File: config.mk
export PLATFORM = sky130hd
export DESIGN_NAME = legacy_fdl_byte_port
export DESIGN_NICKNAME = d
export VERILOG_FILES = /design/src/logic/fdl_port_pkg.sv /design/src/logic/rx_link_deframer.sv /design/src/logic/tx_link_serializer.sv /design/src/logic/legacy_fdl_byte_port.sv
export SDC_FILE = /design/constraint.sdc
export NUM_CORES = 1
export LEC_CHECK = 0
export BUFFER_PORTS_ARGS = -buffer_cell sky130_fd_sc_hd__buf_2
export CAP_MARGIN = 20
export CORE_ASPECT_RATIO = 1.5
export CORE_MARGIN = 10
export CORE_UTILIZATION = 45
export CTS_CLUSTER_DIAMETER = 200
export CTS_CLUSTER_SIZE = 16
export DETAILED_ROUTE_END_ITERATION = 6
export PLACE_DENSITY = 0.7
export SLEW_MARGIN = 20
export SYNTH_ARGS = -nofsm -noshare
export SYNTH_HDL_FRONTEND = slang
export SYNTH_SLANG_ARGS = --single-unit
File: constraint.sdc
create_clock -name CLK_IN -period 2.7 [get_ports CLK_IN]
set_clock_uncertainty 0.1 [all_clocks]
set_input_delay 0.135 -clock CLK_IN [delete_from_list [all_inputs] [get_ports CLK_IN]]
set_output_delay 0.135 -clock CLK_IN [all_outputs]
set_load 0.02 [all_outputs]
File: src/logic/fdl_port_pkg.sv
// Purpose: Shared constants and types for the legacy link byte port.
// Assumes: Two framers, an 8-bit register port and one 10 MHz clock.
// Notes: Framer A is index 0 and framer B is index 1 in every array.
`default_nettype none

package fdl_port_pkg;

  // Number of framers served by one port.
  localparam int FRAMERS = 2;

  // Register offsets on the parallel port, one entry per framer.
  localparam logic [7:0] RX_LINK_BYTE_OFFSET [FRAMERS] = '{8'h28, 8'hC8};
  localparam logic [7:0] RX_MATCH_BYTE_ONE_OFFSET [FRAMERS] = '{8'h29, 8'hC9};
  localparam logic [7:0] RX_MATCH_BYTE_TWO_OFFSET [FRAMERS] = '{8'h2A, 8'hCA};
  localparam logic [7:0] TX_LINK_BYTE_OFFSET [FRAMERS] = '{8'h7E, 8'hFE};

  // Reset value of every byte register and of the read data.
  localparam logic [7:0] BYTE_RESET = 8'h00;

  // Index of the last bit of a byte, counted from zero.
  localparam logic [2:0] LAST_BIT_INDEX = 3'h7;

  // Run of ones after which a zero is stuffed or removed.
  localparam logic [2:0] STUFF_RUN_ONES = 3'h5;

  // Ones counter ceiling; a run of six or more is a flag or abort.
  localparam logic [2:0] ONES_SATURATE = 3'h6;

  // Which register an address selects within one framer.
  typedef enum logic [2:0] {
    KIND_NONE      = 3'b000,
    KIND_RX_BYTE   = 3'b001,
    KIND_MATCH_ONE = 3'b010,
    KIND_MATCH_TWO = 3'b011,
    KIND_TX_BYTE   = 3'b100
  } reg_kind_type;

endpackage : fdl_port_pkg

`default_nettype wire

File: src/logic/rx_link_deframer.sv
// Purpose: Collects received link bits into bytes and compares them.
// Assumes: strobe_in marks one cycle per link bit position.
// Notes: Pulses on full_out and match_out last one clock.
`default_nettype none

module rx_link_deframer
  import fdl_port_pkg::*;
(
  input wire logic clk_in,
  input wire logic reset_in,
  input wire logic bit_in,
  input wire logic strobe_in,
  input wire logic destuff_en_in,
  input wire logic [7:0] match_one_in,
  input wire logic [7:0] match_two_in,
  output wire logic [7:0] byte_out,
  output wire logic full_out,
  output wire logic match_out
);

  logic [7:0] shift_r;   // Bits gathered so far, newest at the top.
  logic [2:0] count_r;   // Bits gathered in the current byte.
  logic [2:0] ones_r;    // Ones seen in a row, saturating at six.
  logic [7:0] byte_r;    // Last completed byte.
  logic full_r;          // One-cycle pulse when a byte completes.
  logic match_r;         // One-cycle pulse when that byte matches.

  // A zero after exactly five ones is a stuffed bit; six or more ones keep it.
  wire drop_w = destuff_en_in && !bit_in && (ones_r == STUFF_RUN_ONES);
  wire [2:0] ones_nxt = !bit_in ? 3'h0 :
                        (ones_r == ONES_SATURATE) ? ones_r : ones_r + 3'h1;
  // New bits enter at the top so the first one ends in the lowest bit.
  wire [7:0] shift_nxt = {bit_in, shift_r[7:1]};
  wire take_w = strobe_in && !drop_w;
  wire last_w = take_w && (count_r == LAST_BIT_INDEX);

  // Shift and count on every accepted bit; compare on the eighth one.
  always_ff @(posedge clk_in) begin
    if (reset_in) begin
      shift_r <= BYTE_RESET;
      count_r <= 3'h0;
      ones_r <= 3'h0;
      byte_r <= BYTE_RESET;
      full_r <= 1'b0;
      match_r <= 1'b0;
    end else begin
      full_r <= last_w;
      match_r <= last_w && (shift_nxt == match_one_in || shift_nxt == match_two_in);
      if (strobe_in) begin
        ones_r <= ones_nxt;
      end
      if (take_w) begin
        shift_r <= shift_nxt;
        count_r <= count_r + 3'h1;
      end
      // An unread byte is simply overwritten by the next one.
      if (last_w) begin
        byte_r <= shift_nxt;
      end
    end
  end

  assign byte_out = byte_r;
  assign full_out = full_r;
  assign match_out = match_r;

endmodule // rx_link_deframer

`default_nettype wire

File: src/logic/tx_link_serializer.sv
// Purpose: Sends a host byte, lowest bit first, into link bit positions.
// Assumes: slot_in marks the cycle in which the framer takes bit_out.
// Notes: The byte is reloaded at each byte end, or rotates with boundary loading, so an unchanged byte is simply sent again.
`default_nettype none

module tx_link_serializer
  import fdl_port_pkg::*;
(
  input wire logic clk_in,
  input wire logic reset_in,
  input wire logic slot_in,
  input wire logic multiframe_in,
  input wire logic stuff_en_in,
  input wire logic mf_load_en_in,
  input wire logic [7:0] byte_in,
  output wire logic bit_out,
  output wire logic done_out
);

  logic [7:0] shift_r, shift_nxt;  // Byte being sent, next bit at the bottom.
  logic [2:0] count_r, count_nxt;  // Data bits sent from this byte.
  logic [2:0] ones_r, ones_nxt;    // Ones sent in a row.
  logic stuff_r, stuff_nxt;        // The bit on offer is a stuffed zero.
  logic bit_r, bit_nxt;            // Bit offered to the framer.
  logic done_r, done_nxt;          // One-cycle pulse after the eighth bit.

  wire [7:0] rotated_w = {shift_r[0], shift_r[7:1]};
  wire [2:0] ones_up_w = shift_r[0] ? ones_r + 3'h1 : 3'h0;
  wire last_w = (count_r == LAST_BIT_INDEX);

  // Next state of the sender for the current slot and boundary.
  always_comb begin
    shift_nxt = shift_r;
    count_nxt = count_r;
    ones_nxt = ones_r;
    stuff_nxt = stuff_r;
    bit_nxt = bit_r;
    done_nxt = 1'b0;
    if (slot_in) begin
      if (stuff_r) begin
        // The stuffed zero went out; the held data bit is offered now.
        stuff_nxt = 1'b0;
        ones_nxt = 3'h0;
        bit_nxt = shift_r[0];
      end else begin
        count_nxt = count_r + 3'h1;
        ones_nxt = ones_up_w;
        done_nxt = last_w;
        // Without boundary loading a fresh byte is taken at each byte end.
        shift_nxt = (last_w && !mf_load_en_in) ? byte_in : rotated_w;
        stuff_nxt = stuff_en_in && (ones_up_w == STUFF_RUN_ONES);
        bit_nxt = stuff_nxt ? 1'b0 : shift_nxt[0];
      end
    end
    if (multiframe_in && mf_load_en_in) begin
      // Boundary loading restarts the byte at the multiframe edge.
      shift_nxt = byte_in;
      count_nxt = 3'h0;
      bit_nxt = stuff_nxt ? 1'b0 : byte_in[0];
    end
  end

  // State registers of the sender.
  always_ff @(posedge clk_in) begin
    if (reset_in) begin
      shift_r <= BYTE_RESET;
      count_r <= 3'h0;
      ones_r <= 3'h0;
      stuff_r <= 1'b0;
      bit_r <= 1'b0;
      done_r <= 1'b0;
    end else begin
      shift_r <= shift_nxt;
      count_r <= count_nxt;
      ones_r <= ones_nxt;
      stuff_r <= stuff_nxt;
      bit_r <= bit_nxt;
      done_r <= done_nxt;
    end
  end

  assign bit_out = bit_r;
  assign done_out = done_r;

endmodule // tx_link_serializer

`default_nettype wire

File: src/logic/legacy_fdl_byte_port.sv
// Purpose: Byte-wide access to the data link of two framers for a host.
// Assumes: Host strobes are synchronous to CLK_IN; one strobe per access.
// Notes: Status flags, masks and controls are plain pins, not registers.
`default_nettype none

// How it works
// Received link bits shift into a byte.
// A full byte raises the buffer full flag.
// Unmasked full flag pulls the interrupt low.
// Host reads within 2 ms or loses it.
// Byte equal to a match byte sets flag.
// Unmasked match flag pulls the interrupt low.
// Destuffing removes zero after five ones.
// Six or more ones keep the zero.
// Host keeps destuffing on while extracting.
// First received bit lands in bit zero.
// Transmit byte goes out lowest bit first.
// Eight bits sent raise the empty flag.
// Unmasked empty flag pulls the interrupt low.
// Unrefreshed transmit byte is sent again.
// Stuffing inserts zero after five ones.
// One transmit source; receive shared freely.
// Host writes 1Ch for the Fs pattern.
// Fs select low takes Fs from byte.
// Boundary loading waits for multiframe edges.
// Flags latch until acknowledged; interrupt follows.
module legacy_fdl_byte_port
  import fdl_port_pkg::*;
(
  // Clock and synchronous reset.
  input wire logic CLK_IN,
  input wire logic RESET_IN,
  // Parallel register port.
  input wire logic [7:0] ADDR_IN,
  input wire logic [7:0] WR_DATA_IN,
  input wire logic WR_IN,
  input wire logic RD_IN,
  output wire logic [7:0] RD_DATA_OUT,
  // Receive link bits from each framer.
  input wire logic [FRAMERS-1:0] RX_LINK_BIT_IN,
  input wire logic [FRAMERS-1:0] RX_LINK_STROBE_IN,
  input wire logic [FRAMERS-1:0] RX_ZERO_DESTUFF_ENABLE_IN,
  // Transmit link slots and controls for each framer.
  input wire logic [FRAMERS-1:0] TX_LINK_SLOT_IN,
  input wire logic [FRAMERS-1:0] MULTIFRAME_IN,
  input wire logic [FRAMERS-1:0] TX_ZERO_STUFF_ENABLE_IN,
  input wire logic [FRAMERS-1:0] MULTIFRAME_LOAD_ENABLE_IN,
  input wire logic [FRAMERS-1:0] D4_MODE_IN,
  input wire logic [FRAMERS-1:0] FS_SOURCE_SELECT_IN,
  input wire logic [FRAMERS-1:0] TX_LEGACY_SOURCE_IN,
  output wire logic [FRAMERS-1:0] TX_LINK_BIT_OUT,
  output wire logic [FRAMERS-1:0] TX_LINK_DRIVE_OUT,
  // Interrupt masks, one bit per framer.
  input wire logic [FRAMERS-1:0] RX_FULL_IRQ_MASK_IN,
  input wire logic [FRAMERS-1:0] RX_MATCH_IRQ_MASK_IN,
  input wire logic [FRAMERS-1:0] TX_EMPTY_IRQ_MASK_IN,
  // Flag acknowledges from the host, one bit per framer.
  input wire logic [FRAMERS-1:0] RX_FULL_ACK_IN,
  input wire logic [FRAMERS-1:0] RX_MATCH_ACK_IN,
  input wire logic [FRAMERS-1:0] TX_EMPTY_ACK_IN,
  // Latched status flags and the shared interrupt.
  output wire logic [FRAMERS-1:0] RX_BUFFER_FULL_FLAG_OUT,
  output wire logic [FRAMERS-1:0] RX_MATCH_FLAG_OUT,
  output wire logic [FRAMERS-1:0] TX_BUFFER_EMPTY_FLAG_OUT,
  output wire logic INT_N_OUT
);

  // Maps an address onto one framer's registers, given that framer's offsets.
  function automatic reg_kind_type decode_kind(
    input logic [7:0] addr,
    input logic [7:0] rx_off,
    input logic [7:0] one_off,
    input logic [7:0] two_off,
    input logic [7:0] tx_off
  );
    reg_kind_type kind;
    kind = KIND_NONE;
    if (addr == rx_off) begin
      kind = KIND_RX_BYTE;
    end else if (addr == one_off) begin
      kind = KIND_MATCH_ONE;
    end else if (addr == two_off) begin
      kind = KIND_MATCH_TWO;
    end else if (addr == tx_off) begin
      kind = KIND_TX_BYTE;
    end
    return kind;
  endfunction

  // Register kind selected by the address, per framer.
  reg_kind_type kind_w [FRAMERS];

  // Host-written byte registers, per framer.
  logic [7:0] match_one_r [FRAMERS];
  logic [7:0] match_two_r [FRAMERS];
  logic [7:0] tx_byte_r [FRAMERS];

  // Received byte held by each deframer.
  logic [7:0] rx_byte_w [FRAMERS];

  // Per-framer read data; only the addressed framer gives a non-zero value.
  logic [7:0] rd_part_w [FRAMERS];

  // Event pulses from the receive and transmit sides.
  logic [FRAMERS-1:0] rx_full_pulse_w;
  logic [FRAMERS-1:0] rx_match_pulse_w;
  logic [FRAMERS-1:0] tx_done_pulse_w;

  // Transmit bit offered by each serializer.
  logic [FRAMERS-1:0] tx_bit_w;

  // Slots that the legacy serializer is allowed to use.
  logic [FRAMERS-1:0] tx_slot_w;

  // Latched flags.
  logic [FRAMERS-1:0] rx_full_flag_r;
  logic [FRAMERS-1:0] rx_match_flag_r;
  logic [FRAMERS-1:0] tx_empty_flag_r;

  // Whether each legacy transmit path owns its link positions.
  logic [FRAMERS-1:0] tx_drive_r;
  logic [FRAMERS-1:0] tx_drive_w;

  // Read data and interrupt registers.
  logic [7:0] rd_data_r;
  logic int_n_r;

  // Combined read value over both framers.
  wire [7:0] rd_value_w = rd_part_w[0] | rd_part_w[1];

  // Any flag whose mask bit is set asks for the interrupt.
  wire irq_any_w = |((rx_full_flag_r & RX_FULL_IRQ_MASK_IN) |
                     (rx_match_flag_r & RX_MATCH_IRQ_MASK_IN) |
                     (tx_empty_flag_r & TX_EMPTY_IRQ_MASK_IN));

  genvar f;
  generate
    for (f = 0; f < FRAMERS; f = f + 1) begin : g_framer

      // Address decode for this framer.
      assign kind_w[f] = decode_kind(ADDR_IN, RX_LINK_BYTE_OFFSET[f],
                                     RX_MATCH_BYTE_ONE_OFFSET[f],
                                     RX_MATCH_BYTE_TWO_OFFSET[f],
                                     TX_LINK_BYTE_OFFSET[f]);

      // Write strobes; the received byte is read-only, so writes to it vanish.
      wire wr_one_w = WR_IN && (kind_w[f] == KIND_MATCH_ONE);
      wire wr_two_w = WR_IN && (kind_w[f] == KIND_MATCH_TWO);
      wire wr_tx_w = WR_IN && (kind_w[f] == KIND_TX_BYTE);

      // Read selection for this framer; unmapped addresses give zero.
      assign rd_part_w[f] =
        (kind_w[f] == KIND_RX_BYTE) ? rx_byte_w[f] :
        (kind_w[f] == KIND_MATCH_ONE) ? match_one_r[f] :
        (kind_w[f] == KIND_MATCH_TWO) ? match_two_r[f] :
        (kind_w[f] == KIND_TX_BYTE) ? tx_byte_r[f] : BYTE_RESET;

      // The legacy path drives the link only when it is the chosen source.
      // In D4 the Fs positions come from this byte only when the select is low.
      assign tx_drive_w[f] = TX_LEGACY_SOURCE_IN[f] &&
                             (!D4_MODE_IN[f] || !FS_SOURCE_SELECT_IN[f]);

      // Slots are consumed only while this path drives, so another source
      // can own the link without disturbing the byte position here.
      assign tx_slot_w[f] = TX_LINK_SLOT_IN[f] && tx_drive_r[f];

      // Host-written registers; the Fs pattern value is the host's to write.
      always_ff @(posedge CLK_IN) begin
        if (RESET_IN) begin
          match_one_r[f] <= BYTE_RESET;
          match_two_r[f] <= BYTE_RESET;
          tx_byte_r[f] <= BYTE_RESET;
        end else begin
          if (wr_one_w) begin
            match_one_r[f] <= WR_DATA_IN;
          end
          if (wr_two_w) begin
            match_two_r[f] <= WR_DATA_IN;
          end
          if (wr_tx_w) begin
            tx_byte_r[f] <= WR_DATA_IN;
          end
        end
      end

      // Source ownership is registered so the drive pin comes from a flop.
      always_ff @(posedge CLK_IN) begin
        if (RESET_IN) begin
          tx_drive_r[f] <= 1'b0;
        end else begin
          tx_drive_r[f] <= tx_drive_w[f];
        end
      end

      // Receive side runs whatever the transmit source is, so the newer
      // controller and this path can both listen to the same link.
      rx_link_deframer u_rx (
        .clk_in(CLK_IN),
        .reset_in(RESET_IN),
        .bit_in(RX_LINK_BIT_IN[f]),
        .strobe_in(RX_LINK_STROBE_IN[f]),
        .destuff_en_in(RX_ZERO_DESTUFF_ENABLE_IN[f]),
        .match_one_in(match_one_r[f]),
        .match_two_in(match_two_r[f]),
        .byte_out(rx_byte_w[f]),
        .full_out(rx_full_pulse_w[f]),
        .match_out(rx_match_pulse_w[f])
      );

      // Transmit side, fed from the host byte.
      tx_link_serializer u_tx (
        .clk_in(CLK_IN),
        .reset_in(RESET_IN),
        .slot_in(tx_slot_w[f]),
        .multiframe_in(MULTIFRAME_IN[f]),
        .stuff_en_in(TX_ZERO_STUFF_ENABLE_IN[f]),
        .mf_load_en_in(MULTIFRAME_LOAD_ENABLE_IN[f]),
        .byte_in(tx_byte_r[f]),
        .bit_out(tx_bit_w[f]),
        .done_out(tx_done_pulse_w[f])
      );

    end
  endgenerate

  // Flags latch on their event and clear on acknowledge; an event in the
  // same cycle as its acknowledge wins, so no byte event is ever missed.
  always_ff @(posedge CLK_IN) begin
    if (RESET_IN) begin
      rx_full_flag_r <= '0;
      rx_match_flag_r <= '0;
      tx_empty_flag_r <= '0;
    end else begin
      rx_full_flag_r <= rx_full_pulse_w | (rx_full_flag_r & ~RX_FULL_ACK_IN);
      rx_match_flag_r <= rx_match_pulse_w | (rx_match_flag_r & ~RX_MATCH_ACK_IN);
      tx_empty_flag_r <= tx_done_pulse_w | (tx_empty_flag_r & ~TX_EMPTY_ACK_IN);
    end
  end

  // The interrupt is registered from the flags, so it trails them by one
  // clock; it stays low as long as any unmasked flag stays set.
  always_ff @(posedge CLK_IN) begin
    if (RESET_IN) begin
      int_n_r <= 1'b1;
    end else begin
      int_n_r <= !irq_any_w;
    end
  end

  // Read data is captured on the read strobe and held until the next one.
  always_ff @(posedge CLK_IN) begin
    if (RESET_IN) begin
      rd_data_r <= BYTE_RESET;
    end else if (RD_IN) begin
      rd_data_r <= rd_value_w;
    end
  end

  // Outputs, each straight from a flip-flop.
  assign RD_DATA_OUT = rd_data_r;
  assign TX_LINK_BIT_OUT = tx_bit_w;
  assign TX_LINK_DRIVE_OUT = tx_drive_r;
  assign RX_BUFFER_FULL_FLAG_OUT = rx_full_flag_r;
  assign RX_MATCH_FLAG_OUT = rx_match_flag_r;
  assign TX_BUFFER_EMPTY_FLAG_OUT = tx_empty_flag_r;
  assign INT_N_OUT = int_n_r;

endmodule // legacy_fdl_byte_port

`default_nettype wire

== Word-level counts from Yosys, hierarchy flattened ==
Memory sizes are Yosys's and may differ from the RTL's.
Index checks and enable logic that the tools add are counted.

* Register bits: 99
* RAM bits: 48
* Memories: 3

* $add $sub $neg: 8
* Eq/ne operators: 34
* Muxes and demuxes: 72
* Bitwise operators: 25
* Reductions and logical operators: 54

{| class="wikitable"
|+ Memories
! name !! words !! bits a word !! rd ports !! clocked after Yosys merged registers in !! write ports !! line !! text
|-
| match_one_r || 2 || 8 || 2 || 0 || 2 || legacy_fdl_byte_port.sv:94 || <nowiki>logic [7:0] match_one_r [FRAMERS];</nowiki>
|-
| match_two_r || 2 || 8 || 2 || 0 || 2 || legacy_fdl_byte_port.sv:95 || <nowiki>logic [7:0] match_two_r [FRAMERS];</nowiki>
|-
| tx_byte_r || 2 || 8 || 2 || 0 || 2 || legacy_fdl_byte_port.sv:96 || <nowiki>logic [7:0] tx_byte_r [FRAMERS];</nowiki>
|}

{| class="wikitable"
|+ Operators with widths
! kind !! number
|-
| 8-bit 2-to-1 mux || 22
|-
| 3-bit 2-to-1 mux || 16
|-
| 3-bit == test, second input constant || 12
|-
| 1-bit 2-to-1 mux || 34
|-
| 8-bit == test || 4
|-
| 8-bit == test, second input constant || 4
|-
| 1-bit logical AND || 26
|-
| 3-bit by 1-bit adder with 3-bit output, second input constant || 8
|-
| 8-bit by 6-bit == test with 1-bit output, second input constant || 3
|-
| 2-bit AND || 6
|-
| 3-bit by 2-bit == test with 1-bit output, second input constant || 4
|-
| 2-bit AND reduction || 6
|-
| 1-bit zero test || 11
|-
| 2-bit OR || 5
|-
| 8-bit by 7-bit == test with 1-bit output, second input constant || 1
|-
| 2-bit inequality test, second input constant || 4
|-
| 8-bit OR || 1
|-
| 3-bit by 1-bit == test with 1-bit output, second input constant || 2
|-
| 2-bit inverter || 3
|-
| 1-bit OR || 6
|-
| 2-bit OR reduction || 3
|-
| 3-bit OR reduction || 2
|-
| 1-bit logical OR || 4
|-
| 1-bit inverter || 4
|-
| 2-bit nonzero test || 2
|}

== Depth between registers and ports, before layout ==
* Depth after elaboration: 11
* Depth in mapped cells: 7
* Gate-level depth less buffers: 7

== Hierarchy ==
A second synthesis with hierarchy kept.

* Cells, all modules: 734
* Area, all modules: 7442.1 um^2

{| class="wikitable"
|+ Modules (own cells, without submodules)
! module !! times used !! cells an instance !! area an instance (um^2)
|-
| legacy_fdl_byte_port || 1 || 334 || 3533.4
|-
| rx_link_deframer || 2 || 110 || 1094.8
|-
| tx_link_serializer || 2 || 90 || 859.6
|}

== Least setup slack after synthesis ==
Ideal clock, no wire load.

* Path type: input-to-reg
* From: input port ADDR_IN[4]
* To: memory match_one_r[1][0] (enable)
* Library setup time: 0.375 ns
* Arrival: 1.257 ns
* Required time: 2.225 ns
* Path slack: 0.969 ns
* Stages: 4
* Cells stage by stage: or3b_4 > nand2b_4 > buf_6 > o21bai_1

{| class="wikitable"
|+ RTL lines
! what !! line !! text
|-
| start, declared || legacy_fdl_byte_port.sv:34 || <nowiki>input wire logic [7:0] ADDR_IN,</nowiki>
|-
| end, declared || legacy_fdl_byte_port.sv:94 ||
|}

== Worst setup path in the final report ==
* From: register g_framer[1].u_rx.ones_r[0]
* To: register g_framer[1].u_rx.byte_r[1]

* Cells in the longest elaborated chain, start to end: 5

{| class="wikitable"
|+ Ends and longest elaborated chain
! what !! line !! text
|-
| start, declared || rx_link_deframer.sv:23 || <nowiki>logic [2:0] ones_r;</nowiki>
|-
| start signal, assigned || rx_link_deframer.sv:50 || <nowiki>ones_r <= ones_nxt;</nowiki>
|-
| 3-bit == test || rx_link_deframer.sv:29 || <nowiki>wire drop_w = destuff_en_in && !bit_in && (ones_r == STUFF_RUN_ONES);</nowiki>
|-
| 1-bit logical AND || rx_link_deframer.sv:29 ||
|-
| 1-bit zero test || rx_link_deframer.sv:34 || <nowiki>wire take_w = strobe_in && !drop_w;</nowiki>
|-
| 1-bit logical AND || rx_link_deframer.sv:34 ||
|-
| 1-bit logical AND || rx_link_deframer.sv:35 || <nowiki>wire last_w = take_w && (count_r == LAST_BIT_INDEX);</nowiki>
|-
| end signal, assigned || rx_link_deframer.sv:58 || <nowiki>byte_r <= shift_nxt;</nowiki>
|-
| end, declared || rx_link_deframer.sv:24 || <nowiki>logic [7:0] byte_r;</nowiki>
|}

Every way passes these cells.
A chain may end at the register's enable or synchronous reset.

==> results.txt <==
* Fraction of the core area covered by cells at the end of the flow: a little over half
- Starting density of the core: 45.81%
- The tightest hold path in the finished design has a slack of 6.788 ps.
- In this run the vertical extent of the chip is 172.0 um.
- Hold violation count in the final report: 0
* Number of flip-flops and latches in the synthesized netlist: approximately 150
* Share of flip-flops with an asynchronous set or reset after synthesis: 0%
- The first routing iteration left 563 violations.
- Worst path bufs/invs: 0
- Time the worst path needs with I/O delays and setup: 2144 ps
- Before CTS, the worst setup slack after placement is ~620 ps.
* Final-layout setup total negative slack: 0 ps
- Maximum clock frequency: 466.5 MHz
- Excluding fillers, the count of instances in the completed layout stands at 998.
* Synth-to-Final Area Change: 18.29%
- In the final layout, the multi-input gates occupy ~3300 um2.
- Setup repair after global routing left no endpoint under its margin.
* Top library cells by usage in the layout, fill and taps aside: dfxtp_1 (97), nor2_1 (74), a21oi_1 (72)
* Total Routing Usage GR: ~17%
- Area of the core: 15140 um2
- For the worst setup path, the data required time is 2880 ps.
* Standard cell with the maximum stage delay on the critical path: nand3_1
* TritonRoute pass-1 iters: 5
* Clock H-tree levels: 4
* Primary flip-flop cell chosen by synthesis mapping: dfxtp_1
- Hold path start: WR_DATA_IN[4]
* Remaining DRCs: 0
- The clock passes through at most 2 buffers.
- The layout has 1357 filler cells.
* Buffers inserted during post-CTS setup optimization: 0
- Pin count of the biggest net entering global routing: 69
* Vias in the first global route: 5500
- During I/O placement, the number of pins put on the boundary was 71.
- Site Rows: 55
* HPWL reported at the end of detailed placement: 13150 um
- Most frequent standard cell in the layout excluding fill and tap cells: dfxtp_1
- Worst relative slew slack: between 50% and 60%
- Synth warnings: 0
- Type of origin of the critical path: flop
* Clock tree from TritonCTS: yes
* CP Capture Type: flop
* Global-route wire length before repair: 28360 um
- Power spread over the standard cell area amounts to 634.1 nW/um2.
- The flow ran to the end, and the final reports show no timing, DRC or antenna violations.
* Distinct cell type count after synthesis: 50
- Critical path's top delay family: simple AND/OR/NAND/NOR gates
- Traced cell by cell, the critical path runs through ha_1 > nand4b_1 > nand3_1 > mux2i_1 > nor2_1.
- After layout, the worst setup slack is roughly 560 ps.
- Total global routing overflow: 0
- Detail-routed net length per standard cell: 17.84 um
- After detailed placement, the total cell area comes to 7407 um2.
- Wires add up to between 15000 and 20000 um.
- Layout Cell Area excl Fill: between 8000 and 9000 um2
- Static leakage: 3.431 nW
* Routed via count divided by cell count: 5.513
- Met3 wire length: 844 um
- Sequential share of the synthesized area: about half
* Via total after detailed routing: 5502
* Instance count of the mapped netlist: 709
- After detailed routing, the wire length on met1 is 7177 um.
- Number of buffers inserted by port buffering: 70
- Max Used Layer: met4
- The count of nets left with antenna violations once routing finished came out at 0.
* Number of placed cells counting well taps: 947
- For the pin with the worst max-slew slack, the measured transition is 709.4 ps.
- Final total power: 5.203 mW
* Post-synthesis instance area: slightly below 7000 um2
* Post-synth net total: 777
- Clock-pin slew reported for the worst setup and hold paths after clock tree synthesis: 60 ps
- Period utilization: 79.40%
* VDD IR-drop max: 0.0003827 V
- Detail Route met2 WL: 9132 um
- Layout cells sized above 1: roughly 16%
- Setup violations remaining at the end of the flow were counted as 0.
- Critical path start-end classification: reg -> reg
- The number of antenna violations at the first check in global routing is 0.
- Slowest cell delay on critical path: roughly 590 ps
* Mapped Avg Cell Area: 9.782 um2
- Latest clock arrival within the worst-skew pair: 420 ps
- TritonCTS created 17 clock buffers.
- For this run, the post-layout net count is between 800 and 900.
- The congestion estimate from routability-driven global placement came to 0.9678.
* Start point of the critical path: g_framer[1].u_rx.ones_r[0]
- The repair_antennas step left the layout with diodes totalling 0.
- Die area: 20880 um2
- Slew Viols, Final: 0
- Along the worst path, the maximum fanout reaches 10.
* Reported max-cap violation count: 0
* RR Startpoint: g_framer[1].u_rx.ones_r[0]
- Number of synthesized flops with an enable pin: 48
- # clock sinks: approximately 150
* Data arrival at the endpoint of the critical path: about 2300 ps
- CTS placed an instance of clkbuf_16 at the clock tree root.
- The path class of the tightest hold or removal check is in -> reg.
- Area used by sequential logic in the layout: 3383 um2
- Horizontal die dimension: 121.4 um
## where the power goes
part           total, mW  leakage [nW]  switching (mW)  internal (mW)
registers           2.40          1.24          0.0735           2.33
logic              0.383          1.89           0.226          0.157
clock network       2.42         0.296           0.953           1.46
## final cells by class
class                           instances  share of cell area (%)
Sequential cell                       145                   41.24
Multi-Input combinational cell        512                   40.43
Timing Repair Buffer                   96                   7.259
Clock buffer                           17                   5.185
Tap cell                              199                   3.035
Clock inverter                         15                   2.211
Inverter                               14                  0.6405
## Yosys cell counts (all sizes together) (12+ instances only)
cell	instances	share of area [%]
a211oi	26	3.2
a21o	12	1.3
a21oi	74	5.4
a22oi	23	2.5
and2	49	4.4
buf	12	1.2
clkbuf	26	1.4
dfxtp	97	28
edfxtp	48	21
ha	16	2.9
inv	14	0.76
mux2i	30	4.3
nand2	59	3.2
nand3	24	1.7
nor2	74	4.0
xor2	36	4.5
## per-layer routing
| metal | GRT usage [%] | vias up |
|---|---|---|
| met5 | 0 | - |
| met4 | 8.840 | 0 |
| met3 | 3.590 | 47 |
| met2 | 29.90 | 159 |
| met1 | 19.16 | 2604 |
| li1 | - | 2692 |
## cell families after synthesis
group,share of synthesized area [%]
compound gates,16.76
xor+xnor,4.799
fa+ha+maj,2.886
buf+inv,3.392
flops,48.78
mux,4.330
simple gates,19.05
## registers in the layout (all words and copies together) (netlist names)
signal,count
g_framer.u_rx.byte_out,16
g_framer.u_tx.shift_r,16
match_one_r,16
match_two_r,16
tx_byte_r,16
g_framer.u_rx.shift_r,14
RD_DATA_OUT,8
g_framer.u_rx.count_r,6
g_framer.u_rx.ones_r,6
g_framer.u_tx.count_r,6
g_framer.u_tx.ones_r,6
RX_BUFFER_FULL_FLAG_OUT,2
RX_MATCH_FLAG_OUT,2
TX_BUFFER_EMPTY_FLAG_OUT,2
TX_LINK_DRIVE_OUT,2
g_framer.u_rx.full_out,2
g_framer.u_rx.match_out,2
g_framer.u_tx.bit_out,2
g_framer.u_tx.done_out,2
g_framer.u_tx.stuff_r,2
INT_N_OUT,1
## worst paths after layout
kind                                  endpoint  slack (ps)  cells after the start
setup / recovery  g_framer[1].u_rx.byte_out[1]         560                      5
hold / removal               match_one_r[0][4]           7                      2
setup reg to reg  g_framer[1].u_rx.byte_out[1]         560                      5
hold reg to reg    TX_BUFFER_EMPTY_FLAG_OUT[1]         340                      2
## timing repair
| item | in CTS | in global routing |
|---|---|---|
| hold buffers | 19 | 0 |
| resized for setup | 0 | 0 |
| hold endpoints to repair | 18 | 0 |
No activity file was read; power rests on OpenSTA's default activity.
